[config.mk]
export PLATFORM = sky130hd
export DESIGN_NAME = hbcg_clock_gen
export DESIGN_NICKNAME = d
export VERILOG_FILES = /design/src/rtl/hbcg_pkg.sv /design/src/rtl/hbcg_tick_div.sv /design/src/rtl/hbcg_clock_gen.sv
export SDC_FILE = /design/constraint.sdc
export NUM_CORES = 1
export LEC_CHECK = 0
export ABC_CLOCK_PERIOD_IN_PS = 7320
export BUFFER_PORTS_ARGS = -buffer_cell sky130_fd_sc_hd__buf_2
export CORE_MARGIN = 2
export CORE_UTILIZATION = 55
export CTS_CLUSTER_DIAMETER = 80
export CTS_CLUSTER_SIZE = 12
export DETAILED_ROUTE_END_ITERATION = 10
export PLACE_DENSITY_LB_ADDON = 0.12
export SYNTH_ARGS = -nofsm -noshare
export SYNTH_HDL_FRONTEND = slang
export SYNTH_SLANG_ARGS = --single-unit
export TNS_END_PERCENT = 100
[constraint.sdc]
create_clock -name ref_clk -period 7.32 [get_ports ref_clk]
set_input_delay 0.732 -clock ref_clk [delete_from_list [all_inputs] [get_ports ref_clk]]
set_output_delay 0.732 -clock ref_clk [all_outputs]
set_load 0.1 [all_outputs]
[src/rtl/hbcg_pkg.sv]
// ****************************************************************
// host bus clock generation shared constants
// ****************************************************************
package hbcg_pkg;

    // register map (byte offsets on the plain register port)
    localparam logic [7:0]  HBCG_OUT_CTRL_ADDR = 8'h00;
    localparam logic [7:0]  HBCG_STATUS_ADDR   = 8'h04;
    localparam logic [7:0]  HBCG_RATIO_ADDR    = 8'h08;
    localparam logic [7:0]  HBCG_CFG_LOW_ADDR  = 8'h0C;
    localparam logic [7:0]  HBCG_CFG_HIGH_ADDR = 8'h10;

    // number of bus clock outputs
    localparam int          HBCG_NUM_OUT       = 3;
    localparam logic [2:0]  HBCG_OUT_CTRL_RST  = 3'h0;

    // reset configuration word field layout
    localparam int          HBCG_HOST_BIT      = 0;
    localparam int          HBCG_SYS_MULT_LSB  = 0;
    localparam int          HBCG_SYS_MULT_W    = 4;
    localparam int          HBCG_CORE_MULT_LSB = 4;
    localparam int          HBCG_CORE_MULT_W   = 4;
    localparam int          HBCG_RATIO_W       = 8;

    // hard-coded reset option words
    localparam logic [31:0] HBCG_HARD_CFG_LOW  = 32'h0000_0022;
    localparam logic [31:0] HBCG_HARD_CFG_HIGH = 32'h0000_0001;

    // status register field positions
    localparam int          HBCG_ST_HOST       = 0;
    localparam int          HBCG_ST_STRAP      = 1;
    localparam int          HBCG_ST_SYNC       = 2;
    localparam int          HBCG_ST_ACTIVE_LSB = 4;
    localparam int          HBCG_ST_PIN_LSB    = 8;
    localparam int          HBCG_ST_LOADED     = 12;

    // ratio register field positions
    localparam int          HBCG_RT_CSB_LSB    = 0;
    localparam int          HBCG_RT_CORE_LSB   = 8;

    // domain divisors
    localparam int          HBCG_CSB_DIV       = 1;
    localparam int          HBCG_COMMS_DIV     = 2;
    localparam int          HBCG_MEM_DIV       = 2;
    localparam int          HBCG_LBC_DIV       = 4;

endpackage : hbcg_pkg

[src/rtl/hbcg_tick_div.sv]
`timescale 1ns/10ps
// ****************************************************************
// pulse divider: one output tick per DIV input pulses
// ****************************************************************
module hbcg_tick_div #(
    parameter int DIV = 2
) (
    input  wire logic ref_clk,
    input  wire logic reset_n,
    input  wire logic in_pulse,
    output logic      tick
);
    localparam int CW = (DIV > 1) ? $clog2(DIV) : 1;
    localparam logic [CW-1:0] LAST = CW'(DIV - 1);

    logic [CW-1:0] cnt_reg;
    logic [CW-1:0] cnt_next;
    logic          tick_reg;
    logic          tick_next;

    // count input pulses, wrap at the divisor
    always_comb begin
        cnt_next  = cnt_reg;
        tick_next = 1'b0;
        if (in_pulse) begin
            if (cnt_reg == LAST) begin
                cnt_next  = '0;
                tick_next = 1'b1;
            end else begin
                cnt_next = cnt_reg + 1'b1;
            end
        end
    end

    // register state
    always_ff @(posedge ref_clk or negedge reset_n) begin
        if (!reset_n) begin
            cnt_reg  <= '0;
            tick_reg <= 1'b0;
        end else begin
            cnt_reg  <= cnt_next;
            tick_reg <= tick_next;
        end
    end

    assign tick = tick_reg;

endmodule : hbcg_tick_div

[src/rtl/hbcg_clock_gen.sv]
`timescale 1ns/10ps
// Operation
// - host role bit set: reference clock input is the primary clock
// - strap picks sync clock output as reference unchanged or halved
// - host role drives three bus clock outputs, index zero to two
// - after reset all bus clock outputs disabled and driven low
// - each output toggles only once its own enable bit is set
// - enabled bus clock outputs stay phase-aligned with each other
// - agent role: incoming sync clock is primary, outputs unused
// - four internal domains derived from the primary clock
// - system bus ratio is one plus inverted strap times system multiplier
// - core ratio is system bus ratio times core multiplier
// - multipliers come from low config word, loaded at reset or hard option
module hbcg_clock_gen
    import hbcg_pkg::*;
#(
    parameter int NUM_OUT = HBCG_NUM_OUT
) (
    input  wire logic        ref_clk,
    input  wire logic        reset_n,
    input  wire logic        system_reference_clock_in,
    input  wire logic        bus_sync_clock_in,
    input  wire logic        input_divide_strap,
    input  wire logic [31:0] reset_config_word_high,
    input  wire logic [31:0] reset_config_word_low,
    input  wire logic        hard_reset_option_sel,
    input  wire logic [7:0]  reg_addr,
    input  wire logic [31:0] reg_wdata,
    input  wire logic        reg_wr,
    input  wire logic        reg_rd,
    output logic [31:0]      reg_rdata,
    output logic [NUM_OUT-1:0] bus_clock_out,
    output logic             bus_sync_clock_out,
    output logic             system_bus_tick,
    output logic             comms_engine_tick,
    output logic             memory_ctrl_tick,
    output logic             local_bus_tick,
    output logic [HBCG_RATIO_W-1:0] system_bus_ratio,
    output logic [HBCG_RATIO_W-1:0] core_ratio
);

    // ****************************************************************
    // configuration capture
    // ****************************************************************
    logic        loaded_reg;
    logic        loaded_next;
    logic [31:0] cfg_low_reg;
    logic [31:0] cfg_low_next;
    logic [31:0] cfg_high_reg;
    logic [31:0] cfg_high_next;
    logic        strap_reg;
    logic        strap_next;

    // words and strap latched on the first edge after reset release
    always_comb begin
        loaded_next   = 1'b1;
        cfg_low_next  = cfg_low_reg;
        cfg_high_next = cfg_high_reg;
        strap_next    = strap_reg;
        if (!loaded_reg) begin
            cfg_low_next  = hard_reset_option_sel ? HBCG_HARD_CFG_LOW : reset_config_word_low;
            cfg_high_next = hard_reset_option_sel ? HBCG_HARD_CFG_HIGH : reset_config_word_high;
            strap_next    = input_divide_strap;
        end
    end

    always_ff @(posedge ref_clk or negedge reset_n) begin
        if (!reset_n) begin
            loaded_reg   <= 1'b0;
            cfg_low_reg  <= '0;
            cfg_high_reg <= '0;
            strap_reg    <= 1'b0;
        end else begin
            loaded_reg   <= loaded_next;
            cfg_low_reg  <= cfg_low_next;
            cfg_high_reg <= cfg_high_next;
            strap_reg    <= strap_next;
        end
    end

    logic                        host_role;
    logic [HBCG_SYS_MULT_W-1:0]  sys_mult;
    logic [HBCG_CORE_MULT_W-1:0] core_mult;
    assign host_role = loaded_reg & cfg_high_reg[HBCG_HOST_BIT];
    assign sys_mult  = cfg_low_reg[HBCG_SYS_MULT_LSB +: HBCG_SYS_MULT_W];
    assign core_mult = cfg_low_reg[HBCG_CORE_MULT_LSB +: HBCG_CORE_MULT_W];

    // ****************************************************************
    // primary clock selection and sync clock output
    // ****************************************************************
    logic ref_prev_reg;
    logic sin_prev_reg;
    logic ref_rise;
    logic sin_rise;
    logic primary_edge;
    logic sync_reg;
    logic sync_next;

    assign ref_rise     = system_reference_clock_in & ~ref_prev_reg;
    assign sin_rise     = bus_sync_clock_in & ~sin_prev_reg;
    // host follows the reference input, agent the incoming sync clock
    assign primary_edge = host_role ? ref_rise : (loaded_reg & sin_rise);

    // sync output: reference as is, or toggled on each reference rise
    always_comb begin
        sync_next = 1'b0;
        if (host_role) begin
            if (strap_reg)
                sync_next = system_reference_clock_in;
            else
                sync_next = sync_reg ^ ref_rise;
        end
    end

    always_ff @(posedge ref_clk or negedge reset_n) begin
        if (!reset_n) begin
            ref_prev_reg <= 1'b0;
            sin_prev_reg <= 1'b0;
            sync_reg     <= 1'b0;
        end else begin
            ref_prev_reg <= system_reference_clock_in;
            sin_prev_reg <= bus_sync_clock_in;
            sync_reg     <= sync_next;
        end
    end

    // ****************************************************************
    // output clock control and bus clock outputs
    // ****************************************************************
    logic [NUM_OUT-1:0] out_ctrl_reg;
    logic [NUM_OUT-1:0] out_ctrl_next;
    logic [NUM_OUT-1:0] active_reg;
    logic [NUM_OUT-1:0] active_next;
    logic [NUM_OUT-1:0] pin_reg;
    logic [NUM_OUT-1:0] pin_next;

    // software enables; live enables follow only while sync is low
    always_comb begin
        out_ctrl_next = out_ctrl_reg;
        active_next   = active_reg;
        if (reg_wr && reg_addr == HBCG_OUT_CTRL_ADDR)
            out_ctrl_next = reg_wdata[NUM_OUT-1:0];
        if (!host_role)
            active_next = '0;
        else if (!sync_reg)
            active_next = out_ctrl_reg;
    end

    // all pins gated from one sync register, so edges line up
    always_comb begin
        pin_next = active_next & {NUM_OUT{sync_next}};
    end

    always_ff @(posedge ref_clk or negedge reset_n) begin
        if (!reset_n) begin
            out_ctrl_reg <= NUM_OUT'(HBCG_OUT_CTRL_RST);
            active_reg <= '0;
            pin_reg    <= '0;
        end else begin
            out_ctrl_reg <= out_ctrl_next;
            active_reg <= active_next;
            pin_reg    <= pin_next;
        end
    end

    assign bus_clock_out      = pin_reg;
    assign bus_sync_clock_out = sync_reg;

    // ****************************************************************
    // ratios and internal domain ticks
    // ****************************************************************
    logic [HBCG_RATIO_W-1:0] csb_ratio_reg;
    logic [HBCG_RATIO_W-1:0] csb_ratio_next;
    logic [HBCG_RATIO_W-1:0] core_ratio_reg;
    logic [HBCG_RATIO_W-1:0] core_ratio_next;
    logic [HBCG_RATIO_W-1:0] in_scale;

    // (1 + inverted strap) times system multiplier, then core multiplier
    always_comb begin
        in_scale        = strap_reg ? HBCG_RATIO_W'(1) : HBCG_RATIO_W'(2);
        csb_ratio_next  = HBCG_RATIO_W'(in_scale * HBCG_RATIO_W'(sys_mult));
        core_ratio_next = HBCG_RATIO_W'(csb_ratio_reg * HBCG_RATIO_W'(core_mult));
    end

    always_ff @(posedge ref_clk or negedge reset_n) begin
        if (!reset_n) begin
            csb_ratio_reg  <= '0;
            core_ratio_reg <= '0;
        end else begin
            csb_ratio_reg  <= csb_ratio_next;
            core_ratio_reg <= core_ratio_next;
        end
    end

    assign system_bus_ratio = csb_ratio_reg;
    assign core_ratio       = core_ratio_reg;

    // four domains: bus ticks from primary edges, others from bus ticks
    hbcg_tick_div #(.DIV(HBCG_CSB_DIV)) u_csb (
        .ref_clk  (ref_clk),
        .reset_n  (reset_n),
        .in_pulse (primary_edge),
        .tick     (system_bus_tick)
    );
    hbcg_tick_div #(.DIV(HBCG_COMMS_DIV)) u_comms (
        .ref_clk  (ref_clk),
        .reset_n  (reset_n),
        .in_pulse (system_bus_tick),
        .tick     (comms_engine_tick)
    );
    hbcg_tick_div #(.DIV(HBCG_MEM_DIV)) u_mem (
        .ref_clk  (ref_clk),
        .reset_n  (reset_n),
        .in_pulse (system_bus_tick),
        .tick     (memory_ctrl_tick)
    );
    hbcg_tick_div #(.DIV(HBCG_LBC_DIV)) u_lbc (
        .ref_clk  (ref_clk),
        .reset_n  (reset_n),
        .in_pulse (system_bus_tick),
        .tick     (local_bus_tick)
    );

    // ****************************************************************
    // register read port
    // ****************************************************************
    logic [31:0] rdata_reg;
    logic [31:0] rdata_next;

    // read data stands one cycle after the read strobe; unmapped reads zero
    always_comb begin
        rdata_next = '0;
        if (reg_rd) begin
            case (reg_addr)
                HBCG_OUT_CTRL_ADDR: rdata_next[NUM_OUT-1:0] = out_ctrl_reg;
                HBCG_STATUS_ADDR: begin
                    rdata_next[HBCG_ST_HOST]                    = host_role;
                    rdata_next[HBCG_ST_STRAP]                   = strap_reg;
                    rdata_next[HBCG_ST_SYNC]                    = sync_reg;
                    rdata_next[HBCG_ST_ACTIVE_LSB +: NUM_OUT]   = active_reg;
                    rdata_next[HBCG_ST_PIN_LSB +: NUM_OUT]      = pin_reg;
                    rdata_next[HBCG_ST_LOADED]                  = loaded_reg;
                end
                HBCG_RATIO_ADDR: begin
                    rdata_next[HBCG_RT_CSB_LSB +: HBCG_RATIO_W]  = csb_ratio_reg;
                    rdata_next[HBCG_RT_CORE_LSB +: HBCG_RATIO_W] = core_ratio_reg;
                end
                HBCG_CFG_LOW_ADDR: rdata_next = cfg_low_reg;
                HBCG_CFG_HIGH_ADDR: rdata_next = cfg_high_reg;
                default: rdata_next = '0;
            endcase
        end
    end

    always_ff @(posedge ref_clk or negedge reset_n) begin
        if (!reset_n)
            rdata_reg <= '0;
        else
            rdata_reg <= rdata_next;
    end

    assign reg_rdata = rdata_reg;
endmodule : hbcg_clock_gen

==> results of run 1 <==
-- Yosys cell counts (2+ instances only) --
master     count  area, um2
a21o_1         3       22.5
a21oi_1        4       20.0
a222oi_1       4       40.0
a22o_1        61        534
a22oi_1       16        120
a22oi_2       10        125
a32oi_1        2       17.5
and2_1        17        106
buf_2          3       15.0
buf_4          3       22.5
buf_6          2       22.5
clkbuf_1      20       75.1
conb_1         2       7.51
dfrtp_1      132       3300
fa_1           8        160
ha_1          10        125
inv_1         11       41.3
mux2_2        11        124
mux2i_1       13        130
nand2_1       15       56.3
nand2b_1       3       18.8
nor2_1        26       97.6
nor2b_1       13       81.3
nor2b_2       10       87.6
nor3_1         3       15.0
nor3b_1        2       15.0
nor4_4         2       42.5
o211ai_1       3       22.5
o21ai_0        6       30.0
o21bai_1       2       15.0
o22a_1         2       17.5
o2bb2ai_1      2       17.5
o32a_1         3       30.0
xnor2_1        6       52.6
xor2_1         3       26.3
-- where the power goes --
| group | total, mW | switching (mW) | internal [mW] | leakage [nW] |
|---|---|---|---|---|
| Sequential | 0.834 | 0.0482 | 0.786 | 1.74 |
| Clock | 0.744 | 0.285 | 0.459 | 0.263 |
| Combinational | 0.283 | 0.194 | 0.0888 | 1.52 |
-- kinds of logic (layout without fill, tap and decap cells) --
| group | Yosys count | count (layout) |
|---|---|---|
| flops | 132 | 132 |
| compound gates | 120 | 120 |
| simple gates | 99 | 99 |
| buf+inv | 39 | 184 |
| mux | 25 | 25 |
| fa+ha+maj | 18 | 18 |
| xor+xnor | 9 | 9 |
| other cells | 2 | 5 |
-- worst max-delay path, cell delays in order, from the launching register on --
cell	delay [ps]
dfrtp_1	480
nand2_1	120
fa_1	540
inv_1	50
fa_1	530
ha_1	340
a211oi_1	270
o21bai_1	120
a21oi_1	180
xnor2_1	130
-- per-layer routing --
metal | up-vias | GRT usage, % | wire length (um)
met1 | 2080 | 33.3 | 5810
met3 | 6 | 7.79 | 863
met5 | - | 0 | 0
met4 | 0 | 8.08 | 74
li1 | 1885 | - | -
met2 | 126 | 41.3 | 6660
-- cell type report --
class	count	area share, %
antenna	1	0.0355
clock buffer	28	7.18
clock inverter	4	0.284
inverter	11	0.586
multi-input combinational	275	32.3
sequential	132	46.9
tap	136	2.42
timing repair buffer	141	10.2
-- final timing paths --
path	start	to	slack, ps	cells past startpoint
worst max-delay path	cfg_low_reg[7]	core_ratio[7]	4480	9
worst min-delay path	reset_n	reg_rdata[20]	290	1
worst max register to register	cfg_low_reg[7]	core_ratio[7]	4480	9
worst min register to register	u_comms.cnt_reg	u_comms.cnt_reg	460	1
max in group asynchronous	reset_n	loaded_reg	5590	2
min in group ref_clk	bus_sync_clock_in	sin_prev_reg	340	1
==> summary.md, run 1 <==
| Metric | Value |
|---|---|
| Max Transition Viols Final | 0 |
| Transition time at the pin with the least slew margin | 870 ps |
| Class of the most critical hold timing path | primary input to async pin |
| RSZ-0062 raised after global routing | false |
| Post-synth ARST share | 100% |
| Maximum resistive drop on vdd | 0.000210 V |
| Sum Neg Setup Slack | 0 ps |
| Buffer count from post-CTS setup fixing | 0 |
| Proportion of layout cells with a drive suffix above 1 | 34.7% |
| Antenna violations before repair | 1 |
| Total of fill cells in the finished design | 795 |
| Core Region | 0.0102 mm2 |
| Simple-Gate Fraction of Synth Area | 10.3% |
| Global route total overflow | 0 |
| Total vias in the final route | 4,097 |
| Maximum Capacitance Violations | 0 |
| Arrival time at the worst endpoint | 3280 ps |
| Most used flip-flop cell after synthesis | dfrtp_1 |
| CTS Root Buffer Type | clkbuf_8 |
| Portion of the clock cycle consumed by the worst path in the final layout | 38.8% |
| Synthesized area | 0.00573 mm2 |
| Number of clock sinks seen by CTS | 132 |
| Most common library cell in the layout ignoring fill and taps | buf_2 |
| Die outline area | 0.0113 mm2 |
| Largest family of logic cells by synthesized area | compound AO/OA/AOI/OAI gates |
| Final hold vios | 0 |
| Placer's final routability congestion estimate | 0.847 |
| Run status | finished clean |
| Xor-xnor portion of the synthesized cell area | 1.37% |
| Critical Path End Type | register |
| Clk Latency, worst-skew pair | 520 ps |
| Number of buffers on the longest clock path | 2 |
| Data required time of the worst path | 7760 ps |
| Final Hold Slack | 286 ps |
| Synth Area in Compound Gates | 17.9% |
| CTS buffer count | 17 |
| Storage element area | 0.00330 mm2 |
| Pin count of the biggest net entering global routing | 71 |
| Worst setup skew after layout | 5.97 ps |
| Total wirelength of the detailed-routed design | 13,400 um |
| Post-cts sizing count | 0 |
| Synthesized area per cell | 12.9 um2 |
| TritonCTS clock tree | yes |
| Leakage power figure | 3.52 nW |
| Die H | 106 um |
| HPWL after detailed placement | 9100 um |
| Register bit count reported by yosys | 132 |
| Total Power Consumption | 1.86 mW |
| # nets final | 708 |
| Number of remaining DRC errors | 0 |
| Sequential element share of the synthesized area | 57.6% |
| Setup violations, final | 0 |
| Commonest non-fill, non-tap cells in the layout | buf_2 (135), dfrtp_1 (131), a22o_1 (61) |
| Mapped Cells | 444 |
| Post-CTS clock slew at the launch and capture registers of the worst setup and hold paths | 60 ps |
| Setup ws final | 4480 ps |
| Class of the most critical setup path | register to register |
| Area growth from synthesis to final layout | 22.8% |
| Combined area of the multi-input logic cells | 0.00228 mm2 |
| Number of global-route vias before repair | 4,263 |
| Initial DRC count | 225 |
| Effective utilization at floorplan | 56.0% |
| I/O pin count | 168 |
| Number of detailed-route iterations in the first pass | 4 |
| Portion of netlist area occupied by mux cells | 4.63% |
| Gr usage total | 25.6% |
| Number of standard cells in the layout, taps in and fillers out | 728 |
| Min Tclk post-route | 2840 ps |
| Residual antenna-violating net count after detailed routing | 0 |
| Post-synthesis share of cell area spent on full adders, half adders and majority gates | 4.97% |
| Number of vias per cell | 5.63 |
| Row count | 37 |
| Final instance area | 0.00704 mm2 |
| Number of enable flip-flop cells after synthesis | 0 |
| Count of warnings emitted by yosys | 0 |
| Worst rel slew slack | 42.0% |
| Depth of the CTS H-tree | 4 |
| Die width | 106 um |
| Wire length of the first global-routing pass | 21,700 um |
| CP Launch Type | register |
| Cell area reported after detailed placement | 0.00651 mm2 |
| Power per unit of standard cell area | 264 mW/mm2 |
| Buffers on Ports | 136 |
| Hold-fix buffers at CTS | 0 |
| Largest driver fanout on the critical path | 7 |
| Average wire per cell in the routed design | 18.4 um |
| Number of distinct library cell variants in the gate-level netlist after synthesis | 46 |
| Post-place setup slack | 4470 ps |
| Timing-limited maximum frequency | 0.352 GHz |
| Final core utilization | 68.8% |
| Number of cells in the design after placement | 695 |
No activity file was read; power rests on OpenSTA's default activity.
==> run 2: changes to the inputs <==
--- a/config.mk
+++ b/config.mk
@@ -5,10 +5,10 @@
 export SDC_FILE = /design/constraint.sdc
 export NUM_CORES = 1
 export LEC_CHECK = 0
-export ABC_CLOCK_PERIOD_IN_PS = 7320
+export ABC_CLOCK_PERIOD_IN_PS = 2580
 export BUFFER_PORTS_ARGS = -buffer_cell sky130_fd_sc_hd__buf_2
 export CORE_MARGIN = 2
-export CORE_UTILIZATION = 55
+export CORE_UTILIZATION = 47
 export CTS_CLUSTER_DIAMETER = 80
 export CTS_CLUSTER_SIZE = 12
 export DETAILED_ROUTE_END_ITERATION = 10
==> constraint.sdc (replaced) <==
create_clock -name ref_clk -period 2.58 [get_ports ref_clk]
set_input_delay 0.258 -clock ref_clk [delete_from_list [all_inputs] [get_ports ref_clk]]
set_output_delay 0.258 -clock ref_clk [all_outputs]
set_load 0.1 [all_outputs]
==> run 2 against run 1 <==
Hold slack lost 230 ps; register-to-register slack lost 4400 ps; cell count grew 4.0%; core utilization shrank 7.0 points; critical endpoint is now core_ratio[6]; first-iteration DRC count grew 88%.
==> summary.md, run 2 (synthesis results as in run 1) <==
| Metric | Value |
|---|---|
| Run status | finished clean |
| Total wirelength of the detailed-routed design | 14,100 um |
| Commonest non-fill, non-tap cells in the layout | buf_2 (135), dfrtp_1 (124), a22o_1 (61) |
| Number of detailed-route iterations in the first pass | 5 |
| Placer's final routability congestion estimate | 0.859 |
| I/O pin count | 168 |
| Effective utilization at floorplan | 47.9% |
| Worst rel slew slack | 57.5% |
| Diodes inserted | 0 |
| Largest driver fanout on the critical path | 4 |
| # nets final | 727 |
| Final hold vios | 0 |
| Share of total power in sequential cells | 41.5% |
| Data required time of the worst path | 2910 ps |
| Area growth from synthesis to final layout | 29.0% |
| Wire length on met2 | 6670 um |
| Gr usage total | 22.9% |
| Routed length on met1 | 6280 um |
| Most common library cell in the layout ignoring fill and taps | buf_2 |
| Transition time at the pin with the least slew margin | 634 ps |
| TritonCTS clock tree | yes |
| CTS Root Buffer Type | clkbuf_16 |
| Depth of the CTS H-tree | 4 |
| Timing-limited maximum frequency | 0.395 GHz |
| RSZ-0062 raised after global routing | true |
| Max Transition Viols Final | 0 |
| HPWL after detailed placement | 9850 um |
| Die width | 114 um |
| Clk Latency, worst-skew pair | 410 ps |
| Buffers on Ports | 136 |
| Portion of the clock cycle consumed by the worst path in the final layout | 98.1% |
| Post-CTS clock slew at the launch and capture registers of the worst setup and hold paths | 60 ps |
| Pin count of the biggest net entering global routing | 67 |
| Worst setup skew after layout | 9.13 ps |
| Arrival time at the worst endpoint | 2860 ps |
| Number of remaining DRC errors | 0 |
| Highest metal layer used by the detailed router | met4 |
| Row count | 40 |
| Proportion of layout cells with a drive suffix above 1 | 41.0% |
| Residual antenna-violating net count after detailed routing | 0 |
| Number of buffers on the longest clock path | 2 |
| Number of global-route vias before repair | 4,362 |
| Share of total power in the clock network | 42.9% |
| Power per unit of standard cell area | 770 mW/mm2 |
| Critical Path End Type | register |
| Die H | 114 um |
| Global route total overflow | 0 |
| Post-place setup slack | -42.3 ps |
| Class of the most critical setup path | register to register |
| Number of vias per cell | 5.45 |
| Core Region | 0.0120 mm2 |
| Initial DRC count | 423 |
| Length of routed met3 wiring | 962 um |
| CTS buffer count | 17 |
| Antenna violations before repair | 0 |
| Die outline area | 0.0131 mm2 |
| Switching Fraction | 28.0% |
| Min Tclk post-route | 2530 ps |
| Total vias in the final route | 4,123 |
| Maximum Capacitance Violations | 0 |
| Number of clock sinks seen by CTS | 132 |
| Maximum resistive drop on vdd | 0.000735 V |
| Wire length of the first global-routing pass | 22,600 um |
| Class of the most critical hold timing path | primary input to register |
| Setup ws final | 48.3 ps |
| Average wire per cell in the routed design | 18.6 um |
| Final core utilization | 61.9% |
| Proportion of power drawn by combinational gates | 15.6% |
| Leakage power figure | 3.65 nW |
| CP Launch Type | register |
| Net switching component of the power | 1.59 mW |
| Pint | 4.10 mW |
| Setup violations, final | 0 |
[run 2: cell types whose count changed in the layout (fill, tap and decap cells not counted), sizes merged]
cell	previous run	this run
buf	141	157
dlygate4sd3	0	3
clkinvlp	0	2
clkbuf	28	19
diode	1	0
inv	11	12
clkinv	4	7
bufinv	0	3
[run 2: critical path, cell delays in order (launching register included)]
cell,delay [ps]
dfrtp_4,490
buf_4,160
and2_1,160
ha_1,290
ha_1,300
ha_2,220
fa_2,400
a21o_1,170
a21oi_2,140
xnor2_1,120
[run 2: power by group through the flow]
stage	combinational, mW	sequential (mW)	clock (mW)
final	0.888	2.37	2.44
after global routing	0.958	2.38	2.59
after CTS	0.896	2.36	2.49
after detailed placement	0.871	2.40	0
after global placement	0.853	2.39	0
after floorplan	0.341	2.64	0
[run 2: per-stage QoR]
stage                     instances  setup TNS, ps  hold slack (ps)  total power [mW]  instance area (um2)
after floorplan                 446           -202            -37.6              2.98                 5810
after global placement          718              0              236              3.25                 6710
after detailed placement        718          -42.3              243              3.27                 6710
after CTS                       757          -10.6             42.0              5.75                 7390
after global routing            757           -114             43.8              5.93                 7400
final                           757              0             58.6              5.70                 7400
[run 2: cell type report]
cell class / instances / area, um2
sequential: 132 / 3320
timing repair buffer: 160 / 896
clock buffer: 19 / 453
inverter: 11 / 41.3
multi-input combinational: 275 / 2340
clock inverter: 13 / 156
tap: 147 / 184
fill: 995 / 4560
[run 2: worst paths after layout]
kind                                           start  slack [ps]  cells after the start         endpoint
max                              system_bus_ratio[0]          50                      9    core_ratio[6]
min                        reset_config_word_low[20]          60                      2  cfg_low_reg[20]
max reg2reg                      system_bus_ratio[0]          50                      9    core_ratio[6]
min reg2reg                            u_mem.cnt_reg         460                      1    u_mem.cnt_reg
max in group asynchronous                    reset_n        1440                      3       loaded_reg
min in group asynchronous                    reset_n         350                      2  cfg_low_reg[21]
[run 2: routing by layer]
layer	up-vias	global-route usage (%)
li1	1914	-
met1	2039	31.0
met2	155	35.5
met3	15	6.78
met4	0	7.48
met5	-	0
[run 2: timing repair]
item | 4_1_cts | 5_1_grt
resized for setup | 4 | 2
endpoints found under the hold margin | 35 | 0
hold buffers | 3 | 0
buffers inserted | 4 | 0
endpoints found under the setup margin | 1 | 2
pin swaps | 4 | 7
